==> src/sag_pkg.sv <==
// sag_pkg: constants and carriers for the segment address generator
// assumes: a single 100 MHz clock domain, 16-bit segments and offsets
package sag_pkg;

  // ---------------------------------------------------------------
  // widths and reset values
  // ---------------------------------------------------------------
  localparam int SEG_W = 16;
  localparam int PHYS_W = 20;
  localparam logic [15:0] CODE_SEG_RST = 16'hFFFF;
  localparam logic [15:0] FETCH_OFS_RST = 16'h0000;
  localparam logic [15:0] DATA_SEG_RST = 16'h0000;
  localparam logic [15:0] STACK_WORD_STEP = 16'h0002;
  localparam logic [15:0] BYTE_STEP = 16'h0001;

  // ---------------------------------------------------------------
  // reserved regions
  // ---------------------------------------------------------------
  localparam logic [19:0] VEC_LO = 20'h00000;
  localparam logic [19:0] VEC_HI = 20'h003FF;
  localparam logic [19:0] BOOT_LO = 20'hFFFF0;
  localparam logic [15:0] IO_RSV_LO = 16'h00F8;
  localparam logic [15:0] IO_RSV_HI = 16'h00FF;

  // ---------------------------------------------------------------
  // AXI4-Lite register offsets (byte addresses)
  // ---------------------------------------------------------------
  localparam logic [7:0] OFS_CODE_SEG = 8'h00;
  localparam logic [7:0] OFS_DATA_SEG = 8'h04;
  localparam logic [7:0] OFS_STACK_SEG = 8'h08;
  localparam logic [7:0] OFS_EXTRA_SEG = 8'h0C;
  localparam logic [7:0] OFS_FETCH = 8'h10;
  localparam logic [7:0] OFS_STACK_TOP = 8'h14;
  localparam logic [7:0] OFS_SRC_IDX = 8'h18;
  localparam logic [7:0] OFS_DST_IDX = 8'h1C;
  localparam logic [7:0] OFS_CTRL = 8'h20;
  localparam logic [7:0] OFS_STATUS = 8'h24;
  localparam int CTRL_DIR_BIT = 0;
  localparam logic [1:0] RESP_OKAY = 2'b00;
  localparam logic [1:0] RESP_SLVERR = 2'b10;

  // ---------------------------------------------------------------
  // reference kinds and segment selects
  // ---------------------------------------------------------------
  typedef enum logic [2:0] {
    SAG_REF_FETCH = 3'h0,
    SAG_REF_STACK = 3'h1,
    SAG_REF_VAR = 3'h2,
    SAG_REF_STR_SRC = 3'h3,
    SAG_REF_STR_DST = 3'h4,
    SAG_REF_FRAME = 3'h5,
    SAG_REF_IO = 3'h6
  } sag_ref_t;

  typedef enum logic [1:0] {
    SAG_SEG_EXTRA = 2'h0,
    SAG_SEG_CODE = 2'h1,
    SAG_SEG_STACK = 2'h2,
    SAG_SEG_DATA = 2'h3
  } sag_seg_t;

  typedef enum logic [1:0] {
    SAG_STK_NONE = 2'h0,
    SAG_STK_PUSH = 2'h1,
    SAG_STK_POP = 2'h2
  } sag_stk_t;

  // request from the execution unit
  typedef struct packed {
    logic valid;
    sag_ref_t kind;
    logic ovr_en;
    sag_seg_t ovr_seg;
    logic [15:0] effective_offset;
    sag_stk_t stk_op;
    logic str_word;
    logic str_step;
  } sag_req_t;

  // answer toward the bus cycle logic
  typedef struct packed {
    logic valid;
    logic [19:0] phys_addr;
    sag_seg_t seg_used;
    logic is_io;
    logic word;
    logic vec_region;
    logic boot_region;
    logic io_reserved;
  } sag_rsp_t;

endpackage : sag_pkg

==> src/sag_core.sv <==
// sag_core: segment selection, physical address forming, pointer updates
// assumes: requests come from the execution unit on core_clk, one per cycle;
// software reaches the segment and pointer registers over AXI4-Lite
`timescale 1ns/1ps
`default_nettype none

// Summary of operation
// - fetches use code segment and fetch pointer
// - stack references use stack segment, stack pointer
// - variables default data segment, overridable
// - string source uses data segment, overridable
// - string destination always extra segment
// - string index registers step per element
// - frame base references default to stack
// - push decrements by two then writes
// - pop reads then increments by two
// - stack transfers are whole words
// - stack offset wraps inside segment
// - first fetch after reset at FFFF0
// - io ports F8 to FF reserved
// - physical addresses are twenty bits
// - reset values of segments and fetch pointer
module sag_core (
  input wire logic core_clk, // system clock
  input wire logic rst_b, // synchronous reset, active low
  input wire sag_pkg::sag_req_t req, // reference request
  input wire logic fetch_adv, // fetch pointer advance strobe
  input wire logic [2:0] fetch_len, // bytes consumed by the fetch
  output sag_pkg::sag_rsp_t rsp, // registered address answer
  input wire logic [7:0] s_axi_awaddr, // write address
  input wire logic s_axi_awvalid, // write address valid
  output logic s_axi_awready, // write address ready
  input wire logic [31:0] s_axi_wdata, // write data
  input wire logic [3:0] s_axi_wstrb, // write strobes
  input wire logic s_axi_wvalid, // write data valid
  output logic s_axi_wready, // write data ready
  output logic [1:0] s_axi_bresp, // write response
  output logic s_axi_bvalid, // write response valid
  input wire logic s_axi_bready, // write response ready
  input wire logic [7:0] s_axi_araddr, // read address
  input wire logic s_axi_arvalid, // read address valid
  output logic s_axi_arready, // read address ready
  output logic [31:0] s_axi_rdata, // read data
  output logic [1:0] s_axi_rresp, // read response
  output logic s_axi_rvalid, // read data valid
  input wire logic s_axi_rready // read data ready
);

  // ---------------------------------------------------------------
  // segment and pointer registers
  // ---------------------------------------------------------------
  logic [15:0] code_seg_reg, data_seg_base_reg, stack_seg_reg, extra_seg_base_reg;
  logic [15:0] fetch_offset_ptr_reg, stack_top_ptr_reg;
  logic [15:0] string_src_index_reg, string_dst_index_reg;
  logic dir_down_reg;
  logic [15:0] seg_base;
  logic [15:0] ofs, stk_ofs;
  sag_pkg::sag_seg_t seg_sel;
  logic [19:0] phys;
  logic [15:0] stk_dec, stk_inc, idx_step, src_next, dst_next, fetch_next;
  logic ovr_ok, vec_hit, boot_hit, io_hit;
  logic last_vec_reg, last_io_reg, boot_pending_reg;

  // ---------------------------------------------------------------
  // segment choice per reference kind
  // ---------------------------------------------------------------
  // override accepted only where allowed
  assign ovr_ok = req.ovr_en && (req.kind == sag_pkg::SAG_REF_VAR
                 || req.kind == sag_pkg::SAG_REF_STR_SRC
                 || req.kind == sag_pkg::SAG_REF_FRAME);
  assign stk_ofs = (req.stk_op == sag_pkg::SAG_STK_PUSH) ? stk_dec : stack_top_ptr_reg;
  assign ofs = (req.kind == sag_pkg::SAG_REF_FETCH) ? fetch_offset_ptr_reg :
               (req.kind == sag_pkg::SAG_REF_STACK) ? stk_ofs :
               (req.kind == sag_pkg::SAG_REF_STR_SRC) ? string_src_index_reg :
               (req.kind == sag_pkg::SAG_REF_STR_DST) ? string_dst_index_reg :
               req.effective_offset;
  assign seg_sel = (req.kind == sag_pkg::SAG_REF_FETCH) ? sag_pkg::SAG_SEG_CODE :
                   (req.kind == sag_pkg::SAG_REF_STACK) ? sag_pkg::SAG_SEG_STACK :
                   (req.kind == sag_pkg::SAG_REF_STR_DST) ? sag_pkg::SAG_SEG_EXTRA :
                   ovr_ok ? req.ovr_seg :
                   (req.kind == sag_pkg::SAG_REF_FRAME) ? sag_pkg::SAG_SEG_STACK :
                   sag_pkg::SAG_SEG_DATA;

  // base lookup
  assign seg_base = (seg_sel == sag_pkg::SAG_SEG_CODE) ? code_seg_reg :
                    (seg_sel == sag_pkg::SAG_SEG_STACK) ? stack_seg_reg :
                    (seg_sel == sag_pkg::SAG_SEG_EXTRA) ? extra_seg_base_reg :
                    data_seg_base_reg;
  assign phys = (req.kind == sag_pkg::SAG_REF_IO) ? {4'h0, req.effective_offset}
              : 20'({seg_base, 4'h0} + {4'h0, ofs});
  assign vec_hit = req.kind != sag_pkg::SAG_REF_IO && phys <= sag_pkg::VEC_HI;
  assign boot_hit = req.kind != sag_pkg::SAG_REF_IO && phys >= sag_pkg::BOOT_LO;
  assign io_hit = req.kind == sag_pkg::SAG_REF_IO && req.effective_offset >= sag_pkg::IO_RSV_LO
                  && req.effective_offset <= sag_pkg::IO_RSV_HI;

  assign stk_dec = 16'(stack_top_ptr_reg - sag_pkg::STACK_WORD_STEP);
  assign stk_inc = 16'(stack_top_ptr_reg + sag_pkg::STACK_WORD_STEP);
  // element step by size and direction
  assign idx_step = req.str_word ? sag_pkg::STACK_WORD_STEP : sag_pkg::BYTE_STEP;
  assign src_next = dir_down_reg ? 16'(string_src_index_reg - idx_step)
                                 : 16'(string_src_index_reg + idx_step);
  assign dst_next = dir_down_reg ? 16'(string_dst_index_reg - idx_step)
                                 : 16'(string_dst_index_reg + idx_step);
  assign fetch_next = 16'(fetch_offset_ptr_reg + {13'h0, fetch_len});

  // ---------------------------------------------------------------
  // AXI4-Lite slave
  // ---------------------------------------------------------------
  logic [7:0] aw_reg;
  logic aw_have_reg, w_have_reg;
  logic [31:0] wd_reg;
  logic do_wr;
  logic wr_hit, rd_hit;
  logic [31:0] rd_val;
  logic [15:0] wval;
  assign do_wr = aw_have_reg && w_have_reg && !s_axi_bvalid;
  assign wval = wd_reg[15:0];
  assign wr_hit = aw_reg <= sag_pkg::OFS_CTRL && aw_reg[1:0] == 2'b00;
  assign rd_hit = s_axi_araddr <= sag_pkg::OFS_STATUS && s_axi_araddr[1:0] == 2'b00;
  assign rd_val = (s_axi_araddr == sag_pkg::OFS_CODE_SEG) ? {16'h0, code_seg_reg} :
                  (s_axi_araddr == sag_pkg::OFS_DATA_SEG) ? {16'h0, data_seg_base_reg} :
                  (s_axi_araddr == sag_pkg::OFS_STACK_SEG) ? {16'h0, stack_seg_reg} :
                  (s_axi_araddr == sag_pkg::OFS_EXTRA_SEG) ? {16'h0, extra_seg_base_reg} :
                  (s_axi_araddr == sag_pkg::OFS_FETCH) ? {16'h0, fetch_offset_ptr_reg} :
                  (s_axi_araddr == sag_pkg::OFS_STACK_TOP) ? {16'h0, stack_top_ptr_reg} :
                  (s_axi_araddr == sag_pkg::OFS_SRC_IDX) ? {16'h0, string_src_index_reg} :
                  (s_axi_araddr == sag_pkg::OFS_DST_IDX) ? {16'h0, string_dst_index_reg} :
                  (s_axi_araddr == sag_pkg::OFS_CTRL) ? {31'h0, dir_down_reg} :
                  (s_axi_araddr == sag_pkg::OFS_STATUS) ? {30'h0, last_io_reg, last_vec_reg}
                  : 32'h0;

  // write channel capture and response
  always_ff @(posedge core_clk)
  begin
    if (!rst_b)
    begin
      aw_have_reg <= 1'b0;
      w_have_reg <= 1'b0;
      aw_reg <= 8'h00;
      wd_reg <= 32'h0;
      s_axi_bvalid <= 1'b0;
      s_axi_bresp <= sag_pkg::RESP_OKAY;
    end
    else
    begin
      if (s_axi_awvalid && s_axi_awready)
      begin
        aw_have_reg <= 1'b1;
        aw_reg <= s_axi_awaddr;
      end
      if (s_axi_wvalid && s_axi_wready)
      begin
        w_have_reg <= 1'b1;
        // high byte kept only under its strobe
        wd_reg <= {s_axi_wdata[31:16], s_axi_wstrb[1] ? s_axi_wdata[15:8] : 8'h00, s_axi_wdata[7:0]};
      end
      if (do_wr)
      begin
        aw_have_reg <= 1'b0;
        w_have_reg <= 1'b0;
        s_axi_bvalid <= 1'b1;
        s_axi_bresp <= wr_hit ? sag_pkg::RESP_OKAY : sag_pkg::RESP_SLVERR;
      end
      else if (s_axi_bvalid && s_axi_bready)
        s_axi_bvalid <= 1'b0;
    end
  end
  assign s_axi_awready = !aw_have_reg && !s_axi_bvalid;
  assign s_axi_wready = !w_have_reg && !s_axi_bvalid;

  // read channel
  always_ff @(posedge core_clk)
  begin
    if (!rst_b)
    begin
      s_axi_rvalid <= 1'b0;
      s_axi_rdata <= 32'h0;
      s_axi_rresp <= sag_pkg::RESP_OKAY;
    end
    else if (s_axi_arvalid && s_axi_arready)
    begin
      s_axi_rvalid <= 1'b1;
      s_axi_rdata <= rd_val;
      s_axi_rresp <= rd_hit ? sag_pkg::RESP_OKAY : sag_pkg::RESP_SLVERR;
    end
    else if (s_axi_rready)
      s_axi_rvalid <= 1'b0;
  end
  assign s_axi_arready = !s_axi_rvalid;

  // ---------------------------------------------------------------
  // register updates: software writes, then hardware stepping
  // ---------------------------------------------------------------
  always_ff @(posedge core_clk)
  begin
    if (!rst_b)
    begin
      // reset values, first fetch at boot area
      code_seg_reg <= sag_pkg::CODE_SEG_RST;
      fetch_offset_ptr_reg <= sag_pkg::FETCH_OFS_RST;
      data_seg_base_reg <= sag_pkg::DATA_SEG_RST;
      extra_seg_base_reg <= sag_pkg::DATA_SEG_RST;
      stack_seg_reg <= sag_pkg::DATA_SEG_RST;
      stack_top_ptr_reg <= sag_pkg::DATA_SEG_RST;
      string_src_index_reg <= sag_pkg::DATA_SEG_RST;
      string_dst_index_reg <= sag_pkg::DATA_SEG_RST;
      dir_down_reg <= 1'b0;
      boot_pending_reg <= 1'b1;
    end
    else
    begin
      if (do_wr && wr_hit)
      begin
        case (aw_reg)
          sag_pkg::OFS_CODE_SEG: code_seg_reg <= wval;
          sag_pkg::OFS_DATA_SEG: data_seg_base_reg <= wval;
          sag_pkg::OFS_STACK_SEG: stack_seg_reg <= wval;
          sag_pkg::OFS_EXTRA_SEG: extra_seg_base_reg <= wval;
          sag_pkg::OFS_FETCH: fetch_offset_ptr_reg <= wval;
          sag_pkg::OFS_STACK_TOP: stack_top_ptr_reg <= wval;
          sag_pkg::OFS_SRC_IDX: string_src_index_reg <= wval;
          sag_pkg::OFS_DST_IDX: string_dst_index_reg <= wval;
          sag_pkg::OFS_CTRL: dir_down_reg <= wval[sag_pkg::CTRL_DIR_BIT];
          default: dir_down_reg <= dir_down_reg;
        endcase
      end
      // hardware steps win over a write in the same cycle
      if (fetch_adv)
        fetch_offset_ptr_reg <= fetch_next;
      // stack pointer after push or pop
      if (req.valid && req.kind == sag_pkg::SAG_REF_STACK)
      begin
        if (req.stk_op == sag_pkg::SAG_STK_PUSH)
          stack_top_ptr_reg <= stk_dec;
        else if (req.stk_op == sag_pkg::SAG_STK_POP)
          stack_top_ptr_reg <= stk_inc;
      end
      // index step once the element is done
      if (req.valid && req.str_step && req.kind == sag_pkg::SAG_REF_STR_SRC)
        string_src_index_reg <= src_next;
      if (req.valid && req.str_step && req.kind == sag_pkg::SAG_REF_STR_DST)
        string_dst_index_reg <= dst_next;
      // boot target stands until first activity
      if (req.valid || fetch_adv || do_wr)
        boot_pending_reg <= 1'b0;
    end
  end

  // ---------------------------------------------------------------
  // registered answer toward the bus cycle logic
  // ---------------------------------------------------------------
  always_ff @(posedge core_clk)
  begin
    if (!rst_b)
    begin
      rsp <= '0;
      last_vec_reg <= 1'b0;
      last_io_reg <= 1'b0;
    end
    else
    begin
      rsp.valid <= req.valid;
      rsp.phys_addr <= phys;
      rsp.seg_used <= seg_sel;
      rsp.is_io <= req.kind == sag_pkg::SAG_REF_IO;
      rsp.word <= (req.kind == sag_pkg::SAG_REF_STACK) ? 1'b1 : req.str_word;
      rsp.vec_region <= req.valid && vec_hit;
      rsp.boot_region <= req.valid && boot_hit;
      rsp.io_reserved <= req.valid && io_hit;
      // status keeps the flags of the last request
      if (req.valid)
      begin
        last_vec_reg <= vec_hit;
        last_io_reg <= io_hit;
      end
    end
  end

  // ---------------------------------------------------------------
  // assertions
  // ---------------------------------------------------------------
  property p_fetch_code;
    @(posedge core_clk) disable iff (!rst_b)
    req.valid && req.kind == sag_pkg::SAG_REF_FETCH |=> rsp.seg_used == sag_pkg::SAG_SEG_CODE;
  endproperty
  a_fetch_code: assert property (p_fetch_code) else $error("fetch not in code segment");
  property p_stack_seg;
    @(posedge core_clk) disable iff (!rst_b)
    req.valid && req.kind == sag_pkg::SAG_REF_STACK |=> rsp.seg_used == sag_pkg::SAG_SEG_STACK;
  endproperty
  a_stack_seg: assert property (p_stack_seg) else $error("stack not in stack segment");
  property p_dst_extra;
    @(posedge core_clk) disable iff (!rst_b)
    req.valid && req.kind == sag_pkg::SAG_REF_STR_DST |=> rsp.seg_used == sag_pkg::SAG_SEG_EXTRA;
  endproperty
  a_dst_extra: assert property (p_dst_extra) else $error("string dest not extra");
  property p_var_default;
    @(posedge core_clk) disable iff (!rst_b)
    req.valid && req.kind == sag_pkg::SAG_REF_VAR && !req.ovr_en
      |=> rsp.seg_used == sag_pkg::SAG_SEG_DATA;
  endproperty
  a_var_default: assert property (p_var_default) else $error("variable default wrong");
  property p_frame_default;
    @(posedge core_clk) disable iff (!rst_b)
    req.valid && req.kind == sag_pkg::SAG_REF_FRAME && !req.ovr_en
      |=> rsp.seg_used == sag_pkg::SAG_SEG_STACK;
  endproperty
  a_frame_default: assert property (p_frame_default) else $error("frame default wrong");
  property p_push;
    @(posedge core_clk) disable iff (!rst_b)
    req.valid && req.kind == sag_pkg::SAG_REF_STACK && req.stk_op == sag_pkg::SAG_STK_PUSH
      |=> stack_top_ptr_reg == 16'($past(stack_top_ptr_reg) - 16'h0002)
          && rsp.phys_addr[3:0] == stack_top_ptr_reg[3:0];
  endproperty
  a_push: assert property (p_push) else $error("push pointer wrong");
  property p_pop;
    @(posedge core_clk) disable iff (!rst_b)
    req.valid && req.kind == sag_pkg::SAG_REF_STACK && req.stk_op == sag_pkg::SAG_STK_POP
      |=> stack_top_ptr_reg == 16'($past(stack_top_ptr_reg) + 16'h0002) && rsp.word;
  endproperty
  a_pop: assert property (p_pop) else $error("pop pointer wrong");
  property p_first_fetch;
    @(posedge core_clk) disable iff (!rst_b)
    boot_pending_reg && req.valid && req.kind == sag_pkg::SAG_REF_FETCH
      |=> rsp.phys_addr == sag_pkg::BOOT_LO;
  endproperty
  a_first_fetch: assert property (p_first_fetch) else $error("first fetch address wrong");

endmodule // sag_core

`default_nettype wire

==> config.mk <==
export PLATFORM = sky130hd
export DESIGN_NAME = sag_core
export DESIGN_NICKNAME = d
export VERILOG_FILES = /design/src/sag_pkg.sv /design/src/sag_core.sv
export SDC_FILE = /design/constraint.sdc
export NUM_CORES = 1
export LEC_CHECK = 0
export ABC_AREA = 0
export BUFFER_PORTS_ARGS = -buffer_cell sky130_fd_sc_hd__buf_4
export CORE_MARGIN = 2
export CORE_UTILIZATION = 60
export DETAILED_ROUTE_END_ITERATION = 7
export GPL_TIMING_DRIVEN = 0
export HOLD_SLACK_MARGIN = 0.15
export MAX_ROUTING_LAYER = met4
export PLACE_DENSITY = 0.87
export SYNTH_ARGS = -nofsm -noshare
export SYNTH_HDL_FRONTEND = slang
export SYNTH_SLANG_ARGS = --single-unit
==> constraint.sdc <==
create_clock -name core_clk -period 5.1 [get_ports core_clk]
set_clock_uncertainty 0.15 [all_clocks]
set_input_delay 0.255 -clock core_clk [delete_from_list [all_inputs] [get_ports core_clk]]
set_output_delay 0.255 -clock core_clk [all_outputs]
set_load 0.01 [all_outputs]
==> summary.md <==
| Metric | Value |
|---|---|
| Status | `finished with violations` |
| Failing checks | `max-capacitance violations` |
| Total power draw | `~4.6 mW` |
| Crit path buf inv count | `1` |
| Later-pin clock latency in the skew report | `about 0.55 ns` |
| Critical path startpoint category | `register` |
| Final Hold Violating Endpoints | `0` |
| Hold slack | `around 0.21 ns` |
| Global Route Usage Sum | `a little under 50%` |
| Largest Register | `rsp` |
| CP Cell Sequence | `clkbuf_1, or3_1, or3_4, nor3_4, nand2_1, xor2_2, a21oi_1, a21o_1, ha_1, a21o_1, a21oi_2, a21boi_1, xnor2_1, mux2i_1, or3_1, nor4_1, and4b_1` |
| First-pass DRT Iterations | `8` |
| Largest net degree at the start of global routing | `32` |
| CTS Buf Count | `24` |
| Starting Density | `around 60%` |
| First DRT Iteration DRCs | `2218` |
| Post-synth EDFFs | `0` |
| Layout cells sized above 1 | `a little over an eighth` |
| Setup TNS | `0 ns` |
| Fill count | `~1600` |
| Seq/Total Area, Yosys | `between 30% and 40%` |
| Setup WS pre-CTS | `-0.444 ns` |
| WL final | `~58 mm` |
| Post-layout util | `75.0%` |
| Gpl congestion | `between 1 and 1.5` |
| Tightest Pin Transition | `~1.5 ns` |
| Yosys warning total | `0` |
| Peak Freq | `a little over 0.2 GHz` |
| Root Driver | `clkbuf_16` |
| Post-Syn Area | `around 13000 um2` |
| Pwr dens | `around 280 nW/um2` |
| Area contributors post-synth | `dfxtp_1 31%, a21oi_1 6.7%, nand2_1 6.2%, mux2i_1 5.3%, ha_1 4.5%` |
| DR vias | `between 15000 and 20000` |
| Crit path max-delay family | `simple AND/OR/NAND/NOR gates` |
| Synth-to-layout area growth | `23.8%` |
| # port buffers | `roughly 120` |
| Setup violators final | `0` |
| Largest register FFs | `28` |
| WL per Instance | `approximately 26 um` |
| Crit path time final | `4.92 ns` |
| Pint | `roughly 3.2 mW` |
| Io pins | `about 160` |
| Cell taking the most area after synthesis | `dfxtp_1` |
| Crit share post-route | `a little over nine tenths` |
| Number of placement rows | `54` |
| Mapped Cells | `~1700` |
| Diodes inserted | `0` |
| Sink Count | `approximately 210` |
| Number of distinct library cells after synthesis | `between 80 and 90` |
| CTS tree | `yes` |
| Worst path slowest cell | `or3_1` |
| Chip width | `around 150 um` |
| Post-route ant nets | `0` |
| GR Overflow Total | `0` |
| H-tree lvl count | `1` |
| Storage cell area | `4100 um2` |
| Crit. End Element | `register` |
| Final worst slack | `0.178 ns` |
| Static Leak | `between 6 and 7 nW` |
| Die height | `between 150 and 200 um` |
| Maxcap violations | `1` |
| CTS Buffer Depth | `3` |
| Nets | `2063` |
| First-pass GRT wire length | `~85 mm` |
| Register share of total power | `around 38%` |
| Req. time, crit path | `5.42 ns` |
| Syn Area/Cell | `slightly below 8 um2` |
| DIE AREA | `about 23000 um2` |
| Min-delay worst type | `in -> reg` |
| RSZ-0062 raised after global routing | `false` |
| Multi-input logic area | `between 8000 and 9000 um2` |
| Post-synth top flop | `dfxtp_1` |
| Design Area, Final | `between 15000 and 20000 um2` |
| Non-filler cells in the finished layout | `approximately 2200` |
| WP data arrival | `between 5 and 6 ns` |
| Initial antenna violation count | `0` |
| Slew Limit Fails | `0` |
| Vias in the first global route | `14500` |
| Peak VDD IR | `between 0.2 and 0.25 mV` |
| Drt drc | `0` |
| Clock slew at reported path FFs | `approximately 0.070 ns` |
| Sw power | `around 1.4 mW` |
| Top cell type's share of synthesized area | `between 30% and 40%` |
| CP max stage delay | `between 0.4 and 0.5 ns` |
| Placed cell count | `2090` |
| Vias per cell | `~6.9` |
| Worst-path maximum fanout | `8` |
| #FFs+latches synth | `just over 200` |
| Sw Share | `29.6%` |
| Asr flop ratio synth | `0%` |
| Area after DPL | `roughly 14000 um2` |
| Core ar. | `~22000 um2` |
| CP Class | `reg -> reg` |
| Hpwl dp | `around 40 mm` |
| Combinational Power Share | `just under 20%` |
| Relative slew slack | `1.79%` |
| Part of the power in the clock network | `about 43%` |
final timing paths:
kind / startpoint / to / slack, ns / cells past startpoint
worst min register to register: extra_seg_base_reg[0] / extra_seg_base_reg[0] / 0.33 / 2
worst max-delay path: stack_top_ptr_reg[8] / rsp[1] / 0.18 / 17
worst max register to register: stack_top_ptr_reg[8] / rsp[1] / 0.18 / 17
worst min-delay path: fetch_adv / fetch_offset_ptr_reg[15] / 0.21 / 4
kinds of logic after synthesis:
group	share of synthesized area [%]
and+or+nand+nor	20.3
DFF	31.2
adders and majority gates	5.08
xor gates and xnor gates	3.80
muxes	8.62
buffers and inverters	5.83
AOI/OAI and AO/OA	25.1
other	0.0285
power groups by stage:
stage	clock, mW	combinational, mW	sequential (mW)
after global placement	0	0.760	1.75
after CTS	1.92	0.828	1.71
after floorplan	0	0.462	1.74
after global routing	1.99	0.944	1.72
final	1.95	0.898	1.72
after detailed placement	0	0.770	1.75
worst register-to-register path, cell delays in order, from the launching register on:
cell and delay, ns:
dfxtp_1 0.30, clkbuf_1 0.21, or3_1 0.49, or3_4 0.41
nor3_4 0.22, nand2_1 0.15, xor2_2 0.26, a21oi_1 0.15
a21o_1 0.21, ha_1 0.36, a21o_1 0.24, a21oi_2 0.24
a21boi_1 0.23, xnor2_1 0.17, mux2i_1 0.14, or3_1 0.39
nor4_1 0.28, and4b_1 0.26
cells in the mapped netlist (5+ instances only):
master,number
a211oi_1,57
a21o_1,18
a21oi_1,177
a221o_1,16
a221oi_1,26
a222oi_1,10
a22o_1,9
a22oi_1,11
a311oi_1,5
a31oi_1,20
a32oi_1,5
and2_1,15
and3_1,14
buf_1,7
buf_2,10
buf_4,18
clkbuf_1,106
dfxtp_1,205
ha_1,47
inv_1,37
mux2_2,38
mux2i_1,69
nand2_1,216
nand2b_1,14
nand3_1,45
nand3b_1,7
nand4_1,8
nor2_1,137
nor2b_1,22
nor3_1,34
nor4_1,12
o211ai_1,12
o21a_1,13
o21ai_0,73
o21bai_1,5
o22a_1,6
o22ai_1,5
o31ai_1,8
or2_2,8
or3_1,15
xnor2_1,31
xor2_1,26
metal layers:
| metal | GRT usage (%) | share of wire (%) | wire [um] | vias to the layer above |
|---|---|---|---|---|
| met3 | 14.5 | 15 | 8420 | 307 |
| li1 | - | - | - | 6558 |
| met2 | 71.3 | 42 | 24300 | 1294 |
| met5 | - | 0 | 0 | - |
| met4 | 27.9 | 6.9 | 3970 | 0 |
| met1 | 60.3 | 36 | 20900 | 7100 |
area by class of cell:
| type | instances | share of cell area, % |
|---|---|---|
| Multi-Input combinational cell | 1307 | 51.7 |
| Sequential cell | 205 | 25.2 |
| Timing Repair Buffer | 204 | 10.7 |
| Clock buffer | 37 | 4.54 |
| Buffer | 141 | 3.81 |
| Tap cell | 280 | 2.15 |
| Clock inverter | 7 | 0.946 |
| Inverter | 39 | 0.899 |
placed cells by master (no fill, tap or decap), drive strengths merged, types with 31 or more instances in the layout:
master,instances
inv,38
clkbuf,142
ha,47
o21ai,74
dlygate4sd3,85
nand3,45
nor3,35
xnor2,31
dfxtp,205
nand2,216
mux2i,69
buf,155
a211oi,57
nor2,137
a21oi,178
mux2,39
what timing repair did:
action | in CTS | in global routing
endpoints found under the setup margin | 3 | 6
resized for setup | 1 | 19
endpoints found under the hold margin | 58 | 0
setup buffers | 0 | 2
cloned | 0 | 0
hold buffers | 85 | 0
pin swaps | 0 | 1
(Power assumes the default switching activity.)
